$ cat src/logic/wiper_pkg.sv
// Constants and types shared by the dual wiper serial command unit
package wiper_pkg;

    localparam int POS_W = 5;
    localparam int TAPS = 32;
    localparam int NPINS = 5;

    // Wiper positions
    localparam logic [4:0] TAP_MUTE = 5'h00;
    localparam logic [4:0] TAP_TOP = 5'h1F;
    localparam logic [4:0] TAP_ONE = 5'h01;
    localparam logic [2:0] DATA_PAD = 3'h0;

    // Serial byte framing
    localparam logic [3:0] BYTE_BITS = 4'h8;
    localparam logic [3:0] CNT_ZERO = 4'h0;
    localparam logic [3:0] CNT_ONE = 4'h1;
    localparam int MSB = 7;

    // Slave byte fields
    localparam int SLV_TYPE_HI = 7;
    localparam int SLV_TYPE_LO = 4;
    localparam int SLV_FIXED = 3;
    localparam int SLV_A1 = 2;
    localparam int SLV_A0 = 1;
    localparam int SLV_RW = 0;
    localparam logic ADDR_FIXED_BIT = 1'b0;

    // Command byte fields and opcodes
    localparam int CMD_OP_HI = 7;
    localparam int CMD_OP_LO = 4;
    localparam int CMD_ZD = 2;
    localparam int CMD_SEL_HI = 1;
    localparam int CMD_SEL_LO = 0;
    localparam logic [3:0] OP_WRITE = 4'hA;
    localparam logic [3:0] OP_STEP = 4'h2;
    localparam logic [1:0] SEL_NONE = 2'h0;
    localparam logic [1:0] SEL_LEFT = 2'h1;
    localparam logic [1:0] SEL_RIGHT = 2'h2;
    localparam logic [1:0] SEL_BOTH = 2'h3;

    // Synchroniser reset levels: scl, sda idle high; detector and straps low
    localparam logic [4:0] SYNC_RESET = 5'h18;

    typedef enum logic [3:0] {
        ST_IDLE = 4'h0,
        ST_ADDR = 4'h1,
        ST_ADDR_ACK = 4'h3,
        ST_CMD = 4'h2,
        ST_CMD_ACK = 4'h6,
        ST_WDATA = 4'h7,
        ST_WDATA_ACK = 4'h5,
        ST_STEP = 4'h4,
        ST_RDATA = 4'hC,
        ST_RACK = 4'hD
    } state_t;

    typedef struct packed {
        logic scl;
        logic sda;
        logic scl_rise;
        logic scl_fall;
        logic start;
        logic stop;
        logic zero_cross;
        logic strap1;
        logic strap0;
    } line_t;

    typedef struct packed {
        state_t state;
        logic [3:0] cnt;
        logic [7:0] shift;
        logic zd;
        logic [1:0] sel;
        logic second;
        logic sda_oe;
    } ctrl_t;

endpackage

$ cat src/logic/line_sync.sv
// Pin synchroniser and bus condition detector
`timescale 1ns/1ns
`default_nettype none

module line_sync (
    input wire logic clk,
    input wire logic srst,
    input wire logic [4:0] pin_in,
    output wiper_pkg::line_t line
);

    logic [4:0] sync_vec;
    logic [4:0] prev_vec;

    // Bit order of pin_in: scl, sda, zero cross, strap1, strap0
    genvar i;
    generate
        for (i = 0; i < wiper_pkg::NPINS; i++) begin : g_bit
            logic meta_reg;
            logic sync_reg;
            logic prev_reg;
            always_ff @(posedge clk) begin
                if (srst) begin
                    meta_reg <= wiper_pkg::SYNC_RESET[i];
                    sync_reg <= wiper_pkg::SYNC_RESET[i];
                    prev_reg <= wiper_pkg::SYNC_RESET[i];
                end else begin
                    meta_reg <= pin_in[i];
                    sync_reg <= meta_reg;
                    prev_reg <= sync_reg;
                end
            end
            assign sync_vec[i] = sync_reg;
            assign prev_vec[i] = prev_reg;
        end
    endgenerate

    // Start and stop need scl high on both samples around the sda edge
    assign line.scl = sync_vec[4];
    assign line.sda = sync_vec[3];
    assign line.scl_rise = sync_vec[4] & ~prev_vec[4];
    assign line.scl_fall = ~sync_vec[4] & prev_vec[4];
    assign line.start = sync_vec[4] & prev_vec[4] & prev_vec[3] & ~sync_vec[3];
    assign line.stop = sync_vec[4] & prev_vec[4] & ~prev_vec[3] & sync_vec[3];
    assign line.zero_cross = sync_vec[2];
    assign line.strap1 = sync_vec[1];
    assign line.strap0 = sync_vec[0];

endmodule

`default_nettype wire

$ cat src/logic/dual_wiper_serial_command_unit.sv
// Two-wire slave command logic holding the left and right wiper positions
`timescale 1ns/1ns
`default_nettype none

module dual_wiper_serial_command_unit #(
    // Arbitrary value, not tied to any real part
    parameter logic [3:0] DEVICE_TYPE = 4'h9
) (
    input wire logic CLK,
    input wire logic SRST,
    input wire logic SCL,
    input wire logic SDA_IN,
    output logic SDA_OUT,
    output logic SDA_OE,
    input wire logic STRAP_ADDR1,
    input wire logic STRAP_ADDR0,
    input wire logic ZERO_CROSS_DET,
    output logic ZERO_CROSS_ENABLE,
    output logic [4:0] LEFT_WIPER_POS,
    output logic [4:0] RIGHT_WIPER_POS,
    output logic [31:0] LEFT_TAP_SEL,
    output logic [31:0] RIGHT_TAP_SEL
);

    // ------------------------------------------------------------
    // Pin synchronisers and protocol state
    // ------------------------------------------------------------
    wiper_pkg::line_t ln;

    line_sync u_sync (
        .clk(CLK),
        .srst(SRST),
        .pin_in({SCL, SDA_IN, ZERO_CROSS_DET, STRAP_ADDR1, STRAP_ADDR0}),
        .line(ln)
    );

    wiper_pkg::ctrl_t c_reg, c_next;
    logic [4:0] left_pos_reg, left_pos_next;
    logic [4:0] right_pos_reg, right_pos_next;
    logic addr_match, cmd_valid, byte_full, wr_left, wr_right;
    logic [7:0] tx_byte;

    function automatic logic [4:0] step_pos(input logic [4:0] p, input logic up);
        logic [4:0] r;
        r = p;
        if (up && p != wiper_pkg::TAP_TOP) begin
            r = p + wiper_pkg::TAP_ONE;
        end else if (!up && p != wiper_pkg::TAP_MUTE) begin
            r = p - wiper_pkg::TAP_ONE;
        end
        return r;
    endfunction

    assign byte_full = ln.scl_fall && c_reg.cnt == wiper_pkg::BYTE_BITS;
    // Type identifier is the master's duty; it is still checked here
    assign addr_match = c_reg.shift[wiper_pkg::SLV_TYPE_HI:wiper_pkg::SLV_TYPE_LO]
                        == DEVICE_TYPE
                        && c_reg.shift[wiper_pkg::SLV_FIXED] == wiper_pkg::ADDR_FIXED_BIT
                        && c_reg.shift[wiper_pkg::SLV_A1] == ln.strap1
                        && c_reg.shift[wiper_pkg::SLV_A0] == ln.strap0;
    // The don't-care bit is not checked; a zero channel select is refused
    assign cmd_valid = (c_reg.shift[wiper_pkg::CMD_OP_HI:wiper_pkg::CMD_OP_LO]
                        == wiper_pkg::OP_WRITE
                        || c_reg.shift[wiper_pkg::CMD_OP_HI:wiper_pkg::CMD_OP_LO]
                        == wiper_pkg::OP_STEP)
                       && c_reg.shift[wiper_pkg::CMD_SEL_HI:wiper_pkg::CMD_SEL_LO]
                       != wiper_pkg::SEL_NONE;
    // Both-channel writes take the left byte first, then the right
    assign wr_left = c_reg.sel == wiper_pkg::SEL_LEFT
                     || (c_reg.sel == wiper_pkg::SEL_BOTH && !c_reg.second);
    assign wr_right = c_reg.sel == wiper_pkg::SEL_RIGHT
                      || (c_reg.sel == wiper_pkg::SEL_BOTH && c_reg.second);
    assign tx_byte = c_reg.second ? {wiper_pkg::DATA_PAD, right_pos_reg}
                                  : {wiper_pkg::DATA_PAD, left_pos_reg};

    always_comb begin
        c_next = c_reg;
        left_pos_next = left_pos_reg;
        right_pos_next = right_pos_reg;
        if (ln.stop) begin
            c_next.state = wiper_pkg::ST_IDLE;
            c_next.sda_oe = 1'b0;
        end else if (ln.start) begin
            c_next.state = wiper_pkg::ST_ADDR;
            c_next.cnt = wiper_pkg::CNT_ZERO;
            c_next.second = 1'b0;
            c_next.sda_oe = 1'b0;
        end else begin
            case (c_reg.state)
                wiper_pkg::ST_ADDR, wiper_pkg::ST_CMD, wiper_pkg::ST_WDATA: begin
                    if (ln.scl_rise) begin
                        c_next.shift = {c_reg.shift[6:0], ln.sda};
                        c_next.cnt = c_reg.cnt + wiper_pkg::CNT_ONE;
                    end else if (byte_full) begin
                        c_next.cnt = wiper_pkg::CNT_ZERO;
                        c_next.sda_oe = 1'b1;
                        if (c_reg.state == wiper_pkg::ST_ADDR) begin
                            c_next.state = wiper_pkg::ST_ADDR_ACK;
                            if (!addr_match) begin
                                c_next.state = wiper_pkg::ST_IDLE;
                                c_next.sda_oe = 1'b0;
                            end
                        end else if (c_reg.state == wiper_pkg::ST_CMD) begin
                            c_next.state = wiper_pkg::ST_CMD_ACK;
                            if (!cmd_valid) begin
                                c_next.state = wiper_pkg::ST_IDLE;
                                c_next.sda_oe = 1'b0;
                            end else begin
                                c_next.zd = c_reg.shift[wiper_pkg::CMD_ZD];
                                c_next.sel = c_reg.shift[wiper_pkg::CMD_SEL_HI:
                                                         wiper_pkg::CMD_SEL_LO];
                            end
                        end else begin
                            c_next.state = wiper_pkg::ST_WDATA_ACK;
                            if (wr_left) begin
                                left_pos_next = c_reg.shift[4:0];
                            end
                            if (wr_right) begin
                                right_pos_next = c_reg.shift[4:0];
                            end
                        end
                    end
                end
                wiper_pkg::ST_ADDR_ACK: begin
                    if (ln.scl_fall) begin
                        if (c_reg.shift[wiper_pkg::SLV_RW]) begin
                            // Read needs no command byte
                            c_next.state = wiper_pkg::ST_RDATA;
                            c_next.shift = tx_byte;
                            c_next.sda_oe = ~tx_byte[wiper_pkg::MSB];
                        end else begin
                            c_next.state = wiper_pkg::ST_CMD;
                            c_next.sda_oe = 1'b0;
                        end
                    end
                end
                wiper_pkg::ST_CMD_ACK: begin
                    if (ln.scl_fall) begin
                        c_next.sda_oe = 1'b0;
                        c_next.state = c_reg.shift[wiper_pkg::CMD_OP_HI:wiper_pkg::CMD_OP_LO]
                                       == wiper_pkg::OP_STEP ? wiper_pkg::ST_STEP
                                                             : wiper_pkg::ST_WDATA;
                    end
                end
                wiper_pkg::ST_WDATA_ACK: begin
                    if (ln.scl_fall) begin
                        c_next.sda_oe = 1'b0;
                        c_next.state = wiper_pkg::ST_IDLE;
                        if (c_reg.sel == wiper_pkg::SEL_BOTH && !c_reg.second) begin
                            c_next.second = 1'b1;
                            c_next.state = wiper_pkg::ST_WDATA;
                        end
                    end
                end
                wiper_pkg::ST_STEP: begin
                    if (ln.scl_rise && c_reg.sel[wiper_pkg::CMD_SEL_LO]) begin
                        left_pos_next = step_pos(left_pos_reg, ln.sda);
                    end
                    if (ln.scl_rise && c_reg.sel[wiper_pkg::CMD_SEL_HI]) begin
                        right_pos_next = step_pos(right_pos_reg, ln.sda);
                    end
                end
                wiper_pkg::ST_RDATA: begin
                    if (ln.scl_rise) begin
                        c_next.cnt = c_reg.cnt + wiper_pkg::CNT_ONE;
                    end else if (byte_full) begin
                        c_next.sda_oe = 1'b0;
                        c_next.state = wiper_pkg::ST_RACK;
                    end else if (ln.scl_fall) begin
                        c_next.shift = {c_reg.shift[6:0], 1'b0};
                        c_next.sda_oe = ~c_reg.shift[6];
                    end
                end
                wiper_pkg::ST_RACK: begin
                    // A master nack, or the end of the right byte, ends the read
                    if (ln.scl_rise && (ln.sda || c_reg.second)) begin
                        c_next.state = wiper_pkg::ST_IDLE;
                    end else if (ln.scl_fall) begin
                        c_next.second = 1'b1;
                        c_next.cnt = wiper_pkg::CNT_ZERO;
                        c_next.state = wiper_pkg::ST_RDATA;
                        c_next.shift = {wiper_pkg::DATA_PAD, right_pos_reg};
                        c_next.sda_oe = ~wiper_pkg::DATA_PAD[2];
                    end
                end
                default: begin
                    c_next.sda_oe = 1'b0;
                end
            endcase
        end
    end

    always_ff @(posedge CLK) begin
        if (SRST) begin
            c_reg <= '0;
            left_pos_reg <= wiper_pkg::TAP_MUTE;
            right_pos_reg <= wiper_pkg::TAP_MUTE;
        end else begin
            c_reg <= c_next;
            left_pos_reg <= left_pos_next;
            right_pos_reg <= right_pos_next;
        end
    end

    // ------------------------------------------------------------
    // Switch control
    // ------------------------------------------------------------
    // The registers update at once; only the tap switches wait for a zero crossing
    logic [4:0] left_applied_reg, left_applied_next;
    logic [4:0] right_applied_reg, right_applied_next;
    logic [31:0] left_tap_next, right_tap_next;
    logic [31:0] left_tap_reg, right_tap_reg;
    logic sda_out_reg;

    always_comb begin
        left_applied_next = left_applied_reg;
        right_applied_next = right_applied_reg;
        if (!c_reg.zd || ln.zero_cross) begin
            left_applied_next = left_pos_reg;
            right_applied_next = right_pos_reg;
        end
    end
    genvar t;
    generate
        for (t = 0; t < wiper_pkg::TAPS; t++) begin : g_tap
            assign left_tap_next[t] = left_applied_next == 5'(t);
            assign right_tap_next[t] = right_applied_next == 5'(t);
        end
    endgenerate

    always_ff @(posedge CLK) begin
        if (SRST) begin
            left_applied_reg <= wiper_pkg::TAP_MUTE;
            right_applied_reg <= wiper_pkg::TAP_MUTE;
            left_tap_reg <= 32'h00000001;
            right_tap_reg <= 32'h00000001;
            sda_out_reg <= 1'b0;
        end else begin
            left_applied_reg <= left_applied_next;
            right_applied_reg <= right_applied_next;
            left_tap_reg <= left_tap_next;
            right_tap_reg <= right_tap_next;
            sda_out_reg <= 1'b0;
        end
    end

    // Open drain: the pin is only ever pulled low
    assign SDA_OUT = sda_out_reg;
    assign SDA_OE = c_reg.sda_oe;
    assign ZERO_CROSS_ENABLE = c_reg.zd;
    assign LEFT_WIPER_POS = left_pos_reg;
    assign RIGHT_WIPER_POS = right_pos_reg;
    assign LEFT_TAP_SEL = left_tap_reg;
    assign RIGHT_TAP_SEL = right_tap_reg;
endmodule

`default_nettype wire

$ cat config.mk
export PLATFORM = sky130hd
export DESIGN_NAME = dual_wiper_serial_command_unit
export DESIGN_NICKNAME = d
export VERILOG_FILES = /design/src/logic/wiper_pkg.sv /design/src/logic/line_sync.sv /design/src/logic/dual_wiper_serial_command_unit.sv
export SDC_FILE = /design/constraint.sdc
export NUM_CORES = 1
export LEC_CHECK = 0
export BUFFER_PORTS_ARGS = -buffer_cell sky130_fd_sc_hd__buf_2
export CAP_MARGIN = 20
export CORE_UTILIZATION = 56
export CTS_CLUSTER_DIAMETER = 200
export DETAILED_ROUTE_END_ITERATION = 7
export PLACE_DENSITY = 0.88
export SYNTH_ARGS = -nofsm -noshare
export SYNTH_HDL_FRONTEND = slang
export SYNTH_SLANG_ARGS = --single-unit
export TNS_END_PERCENT = 30
$ cat constraint.sdc
create_clock -name CLK -period 2.68 [get_ports CLK]
set_clock_uncertainty 0.15 [all_clocks]
set_input_delay 0.402 -clock CLK [delete_from_list [all_inputs] [get_ports CLK]]
set_output_delay 0.402 -clock CLK [all_outputs]
set_load 0.02 [all_outputs]
==> flow_summary.yaml, run 1 <==
cts:
  clkTransAtPathRegs_ns: 0.06
  clockBufferDepth: 2
  insertion_delay_ns: 0.53
  cts-root-buf: "clkbuf_8"
  cts_tree: "done"
  cts_made_buffers: 17
  htree_levels: 4
  clock_sinks: 117
worst_setup_path:
  crit_path_start_kind: "register"
  cp-end-kind: "register"
  slowest_stage: "dfxtp_1"
  crit_fanout: 11
  worstPathArrival_ns: 2.84
  crit_type: "register to register"
  crit_path_cell_trace: "nand2b_4 > a21oi_4 > or4_4 > a211oi_4 > nor2_1 > a311oi_1"
  critPathTopFamily: "simple AND/OR/NAND/NOR gates"
  cp_data_required_time_ns: 2.93
  cp.depth: 6
  max_stage_delay_ns: 0.59
  cp.buffers_inverters: 0
  r2r_cells: 6
floorplanning:
  die_x_um: 96.5
  dieArea_sq_mm: 0.00932
  rows: 34
  fp.dieH_um: 96.5
  start_util_pct: 57.7
  core-area_sq_mm: 0.00868
  ioPinCount: 84
sta:
  post-route-period-util_pct: 96.6
  tns_ns: 0
  finalHoldViolCount: 0
  drv_slew: 0
  finalCriticalPeriod_ns: 2.59
  relSlewSlack_pct: 45.6
  setup_violations: 0
  worst_pin_slew_ns: 0.810
  fmax_ghz: 0.386
logic_synthesis:
  postSynth.asyncResetShare_pct: 0
  ys.flop_type: "dfxtp_1"
  synth_top_area_cell: "dfxtp_1"
  ys_seq_area_share_pct: 46.8
  synth_enable_flop_cells: 0
  avgSynthCellArea_sq_um: 8.76
  ys_types: 73
  syn_area_sq_mm: 0.00500
  yosys_warnings: 0
  synth_nets: 589
  synth_area_leaders: "dfxtp_1 (47%), nor2_1 (8.5%), nand2_1 (3.6%)"
  synth_top_cell_area_share_pct: 46.8
  netlist_instances: 571
  synth_seq_cells: 117
cells_and_area:
  final_common_cell: "nor2_1"
  n_antenna_cell: 0
  drive_above_1_share_pct: 24.4
  nets: 686
  finish.utilization_pct: 71.4
  fill_cells: 643
  finalNonFillerCells: 789
  most-common-layout-cells: "nor2_1 (114), dfxtp_1 (113), buf_2 (82), nand2_1 (47), a21oi_1 (35)"
  area_delta_synth_final_pct: 23.8
grt:
  grt_pass1_vias: 4326
  antenna_found_initial: 0
  grt_pass1_wl_um: 21300
  grt_max_degree: 51
  track_usage_pct: 30.6
  grt_remaining_overflow: 0
drt:
  wire_per_inst_um: 17.2
  ant_nets: 0
  initialDrtViolationCount: 539
  via_per_inst: 5.95
  vias: 4696
  wl_um: 13600
  drt_pass1_iterations: 8
  drc_errors: 0
power_and_ir_drop:
  p_leak_nw: 2.68
  p_per_area_mw_per_mm2: 666
  ir_drop_mv: 0.600
place:
  portBuffers: 82
  globalplace.congestion: 0.921
  place_hpwl_um: 8960
  dp.cells: 752
run_status:
  status: "finished, final reports clean"
hold_path:
  min_path_type: "register to register"
  hold_depth: 1
run:
  maxCapViolations: 0
worst register-to-register path, cell delays in order, from the launching register on:
cell and delay, ns:
dfxtp_1 0.59, nand2b_4 0.24, a21oi_4 0.07, or4_4 0.53, a211oi_4 0.44, nor2_1 0.10
a311oi_1 0.35
layout make-up:
class                   instances  area, sq um  share of cell area, %
well taps                     108          135                   2.18
multi-input cells             410         2470                   39.8
clock inverters                15          165                   2.67
clock buffers                  17          414                   6.69
flip-flops and latches        117         2350                   37.9
repair buffers                107          611                   9.86
inverters                      15         56.3                  0.909
power breakdown:
part	switching (mW)	internal [mW]
clock	0.871	1.34
sequential	0.0137	1.75
combinational	0.0875	0.0581
what timing repair did:
action                     4_1_cts  5_1_grt
hold buffers                     5        0
hold endpoints to repair         5        0
setup endpoints to repair        0        2
gates resized for setup          0        5
setup buffers                    0        0
path summary, 6_finish.rpt:
path	startpoint	endpoint	slack (ns)
setup reg to reg	u_sync.g_bit[3].sync_reg$_SDFF_PP1_	LEFT_WIPER_POS[2]$_SDFFE_PP0P_	0.09
setup / recovery	u_sync.g_bit[3].sync_reg$_SDFF_PP1_	LEFT_WIPER_POS[2]$_SDFFE_PP0P_	0.09
hold reg to reg	u_sync.g_bit[4].meta_reg$_SDFF_PP1_	u_sync.g_bit[4].sync_reg$_SDFF_PP1_	0.27
hold / removal	u_sync.g_bit[4].meta_reg$_SDFF_PP1_	u_sync.g_bit[4].sync_reg$_SDFF_PP1_	0.27
metrics by stage:
stage                     area (sq um)  hold WS, ns  power, mW  setup slack [ns]
after floorplan                   5000        0.239       1.90             0.228
after global placement            5560        0.246       1.93             0.241
after detailed placement          5560        0.246       1.94            0.0933
after CTS                         6190        0.252       4.14            0.0125
after global routing              6190        0.296       4.25          -0.00537
final                             6190        0.271       4.13            0.0913
kinds of logic after synthesis:
family	synth area share, %
other cells	0.0749
flops	46.8
mux	2.60
compound gates	15.3
buf+inv	3.97
simple gates	26.4
fa+ha+maj	3.05
xor+xnor	1.85
cell usage after synthesis (all sizes together), types with 4 or more instances:
cell type and count:
a31oi 7, dfxtp 117, or2 13, a311oi 6, nand4 5, mux2i 13, nand2b 16, nand2 48
ha 9, and2 10, a222oi 4, a211oi 5, o31ai 6, xnor2 5, nor3 12, inv 15
clkbuf 17, o22ai 4, nor2 114, o21ai 14, nor2b 18, buf 12, a21oi 37, nand3 9
per-layer routing:
metal / track usage (%) / vias to the layer above / part of all wire, %
li1: - / 2160 / -
met3: 8.22 / 43 / 8.4
met1: 38.9 / 2240 / 40
met2: 47.8 / 253 / 49
met4: 15.3 / 0 / 2.7
met5: 0.595 / - / 0
Power figures use the tool's default switching activity.
==> run 2: changes to the inputs <==
- CELL_PAD_IN_SITES_DETAIL_PLACEMENT: unset -> 1
- CELL_PAD_IN_SITES_GLOBAL_PLACEMENT: unset -> 2
- CORE_ASPECT_RATIO: unset -> 1.1
- CORE_UTILIZATION: 56 -> 34
- PLACE_DENSITY: 0.88 -> 0.89
==> flow_summary.yaml, run 2 (synthesis gave the netlist of run 1 again) <==
cells_and_area:
  final_common_cell: "dfxtp_1"
  nets: 690
  drive_above_1_share_pct: 25.0
  area_delta_synth_final_pct: 26.2
  multi_input_area_sq_mm: 0.00246
  finish.utilization_pct: 43.9
  n_antenna_cell: 0
  ff_latch_area_sq_mm: 0.00234
  fill_cells: 1710
  most-common-layout-cells: "dfxtp_1 (116), nor2_1 (114), buf_2 (82), nand2_1 (48), a21oi_1 (35)"
floorplanning:
  rows: 46
  core-area_sq_mm: 0.0144
  die_x_um: 118
  start_util_pct: 34.8
  fp.dieH_um: 129
  dieArea_sq_mm: 0.0152
  ioPinCount: 84
cts:
  cts_made_buffers: 17
  cts-root-buf: "clkbuf_16"
  htree_levels: 4
  clkTransAtPathRegs_ns: 0.06
  cts_tree: "done"
  clock_sinks: 117
  clockBufferDepth: 2
  insertion_delay_ns: 0.42
  postCtsSetupBuffers: 0
place:
  dpl_worst_slack_ns: 0.194
  portBuffers: 82
  globalplace.congestion: 0.892
  place_hpwl_um: 11000
worst_setup_path:
  worstPathArrival_ns: 2.68
  crit_type: "register to register"
  crit_fanout: 7
  crit_path_start_kind: "register"
  critPathMostFrequentCell: "xnor2_1"
  regToRegStartpoint: "RIGHT_WIPER_POS[1]$_SDFFE_PP0P_"
  crit_start: "RIGHT_WIPER_POS[1]$_SDFFE_PP0P_"
  critPathTopFamily: "compound AO/OA/AOI/OAI gates"
  cp.buffers_inverters: 0
  cp-end-kind: "register"
  crit_path_cell_trace: "nand4_1 > o21a_1 > fa_1 > nand2b_1 > a21oi_1 > xnor2_1 > xnor2_1 > nand2_1 > a31oi_1"
  slowest_stage: "dfxtp_1"
  cp_data_required_time_ns: 2.86
  max_stage_delay_ns: 0.52
grt:
  grt_max_degree: 51
  antenna_found_initial: 0
  grt_pass1_wl_um: 24300
  track_usage_pct: 20.3
  grt_remaining_overflow: 0
  grt_pass1_vias: 4619
sta:
  grt_setup_unrepaired: "no"
  finalCriticalPeriod_ns: 2.50
  setup_violations: 0
  drv_slew: 0
  post-route-period-util_pct: 93.2
  fmax_ghz: 0.400
  tns_ns: 0
  worst_pin_slew_ns: 0.714
  relSlewSlack_pct: 52.1
  setup_ws_ns: 0.183
  finalHoldViolCount: 0
drt:
  wl_um: 15100
  wire_per_inst_um: 17.2
  initialDrtViolationCount: 282
  vias: 4483
  drc_errors: 0
  drt_pass1_iterations: 5
  via_per_inst: 5.11
  ant_nets: 0
hold_path:
  min_path_type: "input pin to register"
  hp-start: "SDA_IN"
run:
  maxCapViolations: 0
power_and_ir_drop:
  p_per_area_mw_per_mm2: 650
  ir_drop_mv: 0.466
  power_mw: 4.11
  p_leak_nw: 2.70
run_status:
  status: "finished, final reports clean"
[run 2: changes by cell type in the layout (fill, tap and decap cells not counted), moves of 2 or more]
| cell | before | now |
|---|---|---|
| dfxtp_1 | 113 | 116 |
| dlygate4sd3_1 | 5 | 0 |
| bufinv_16 | 2 | 0 |
| dfxtp_2 | 4 | 1 |
| buf_4 | 20 | 29 |
| inv_8 | 0 | 5 |
| clkinv_8 | 0 | 2 |
| clkinv_2 | 2 | 0 |
| inv_6 | 8 | 5 |
[run 2: timing repair]
item / 4_1_cts / 5_1_grt
hold buffers: 0 / 0
gates resized for setup: 0 / 1
setup endpoints to repair: 0 / 1
hold endpoints to repair: 0 / 0
[run 2: cell type report]
| type | instances | share of cell area (%) |
|---|---|---|
| Inverter | 15 | 0.892 |
| Sequential cell | 117 | 37.1 |
| Clock buffer | 17 | 6.74 |
| Timing Repair Buffer | 111 | 9.95 |
| Clock inverter | 15 | 2.48 |
| Tap cell | 192 | 3.80 |
| Multi-Input combinational cell | 410 | 39.0 |
[run 2: path summary, 6_finish.rpt]
path              slack, ns  depth (start not counted)                                   to
setup / recovery       0.18                          9      RIGHT_WIPER_POS[4]$_SDFFE_PP0P_
hold / removal         0.02                          2  u_sync.g_bit[3].meta_reg$_SDFF_PP1_
setup reg to reg       0.18                          9      RIGHT_WIPER_POS[4]$_SDFFE_PP0P_
hold reg to reg        0.26                          1  u_sync.g_bit[3].sync_reg$_SDFF_PP1_
[run 2: where the power goes]
| part | total (mW) | switching, mW | leakage [nW] | internal [mW] |
|---|---|---|---|---|
| Clock | 2.20 | 0.956 | 0.281 | 1.24 |
| Sequential | 1.76 | 0.0127 | 0.945 | 1.75 |
| Combinational | 0.144 | 0.0890 | 1.47 | 0.0552 |
[run 2: per-stage QoR]
| stage | hold WS (ns) | cells | area (sq um) |
|---|---|---|---|
| 4_1_cts | 0.00568 | 877 | 6310 |
| 5_1_grt | 0.0232 | 877 | 6310 |
| 2_1_floorplan | 0.239 | 571 | 5000 |
| 6_report | 0.0187 | 877 | 6310 |
| 3_3_place_gp | 0.248 | 845 | 5730 |
| 3_5_place_dp | 0.249 | 845 | 5730 |
[run 2: per-layer routing]
layer  vias to the layer above  GRT usage [%]  routed length, um
met4                         0           10.2                420
met2                       103           36.5               7760
met1                      2192           23.3               6370
met3                        30           3.70                530
li1                       2158              -                  -
met5                         -              0                  0
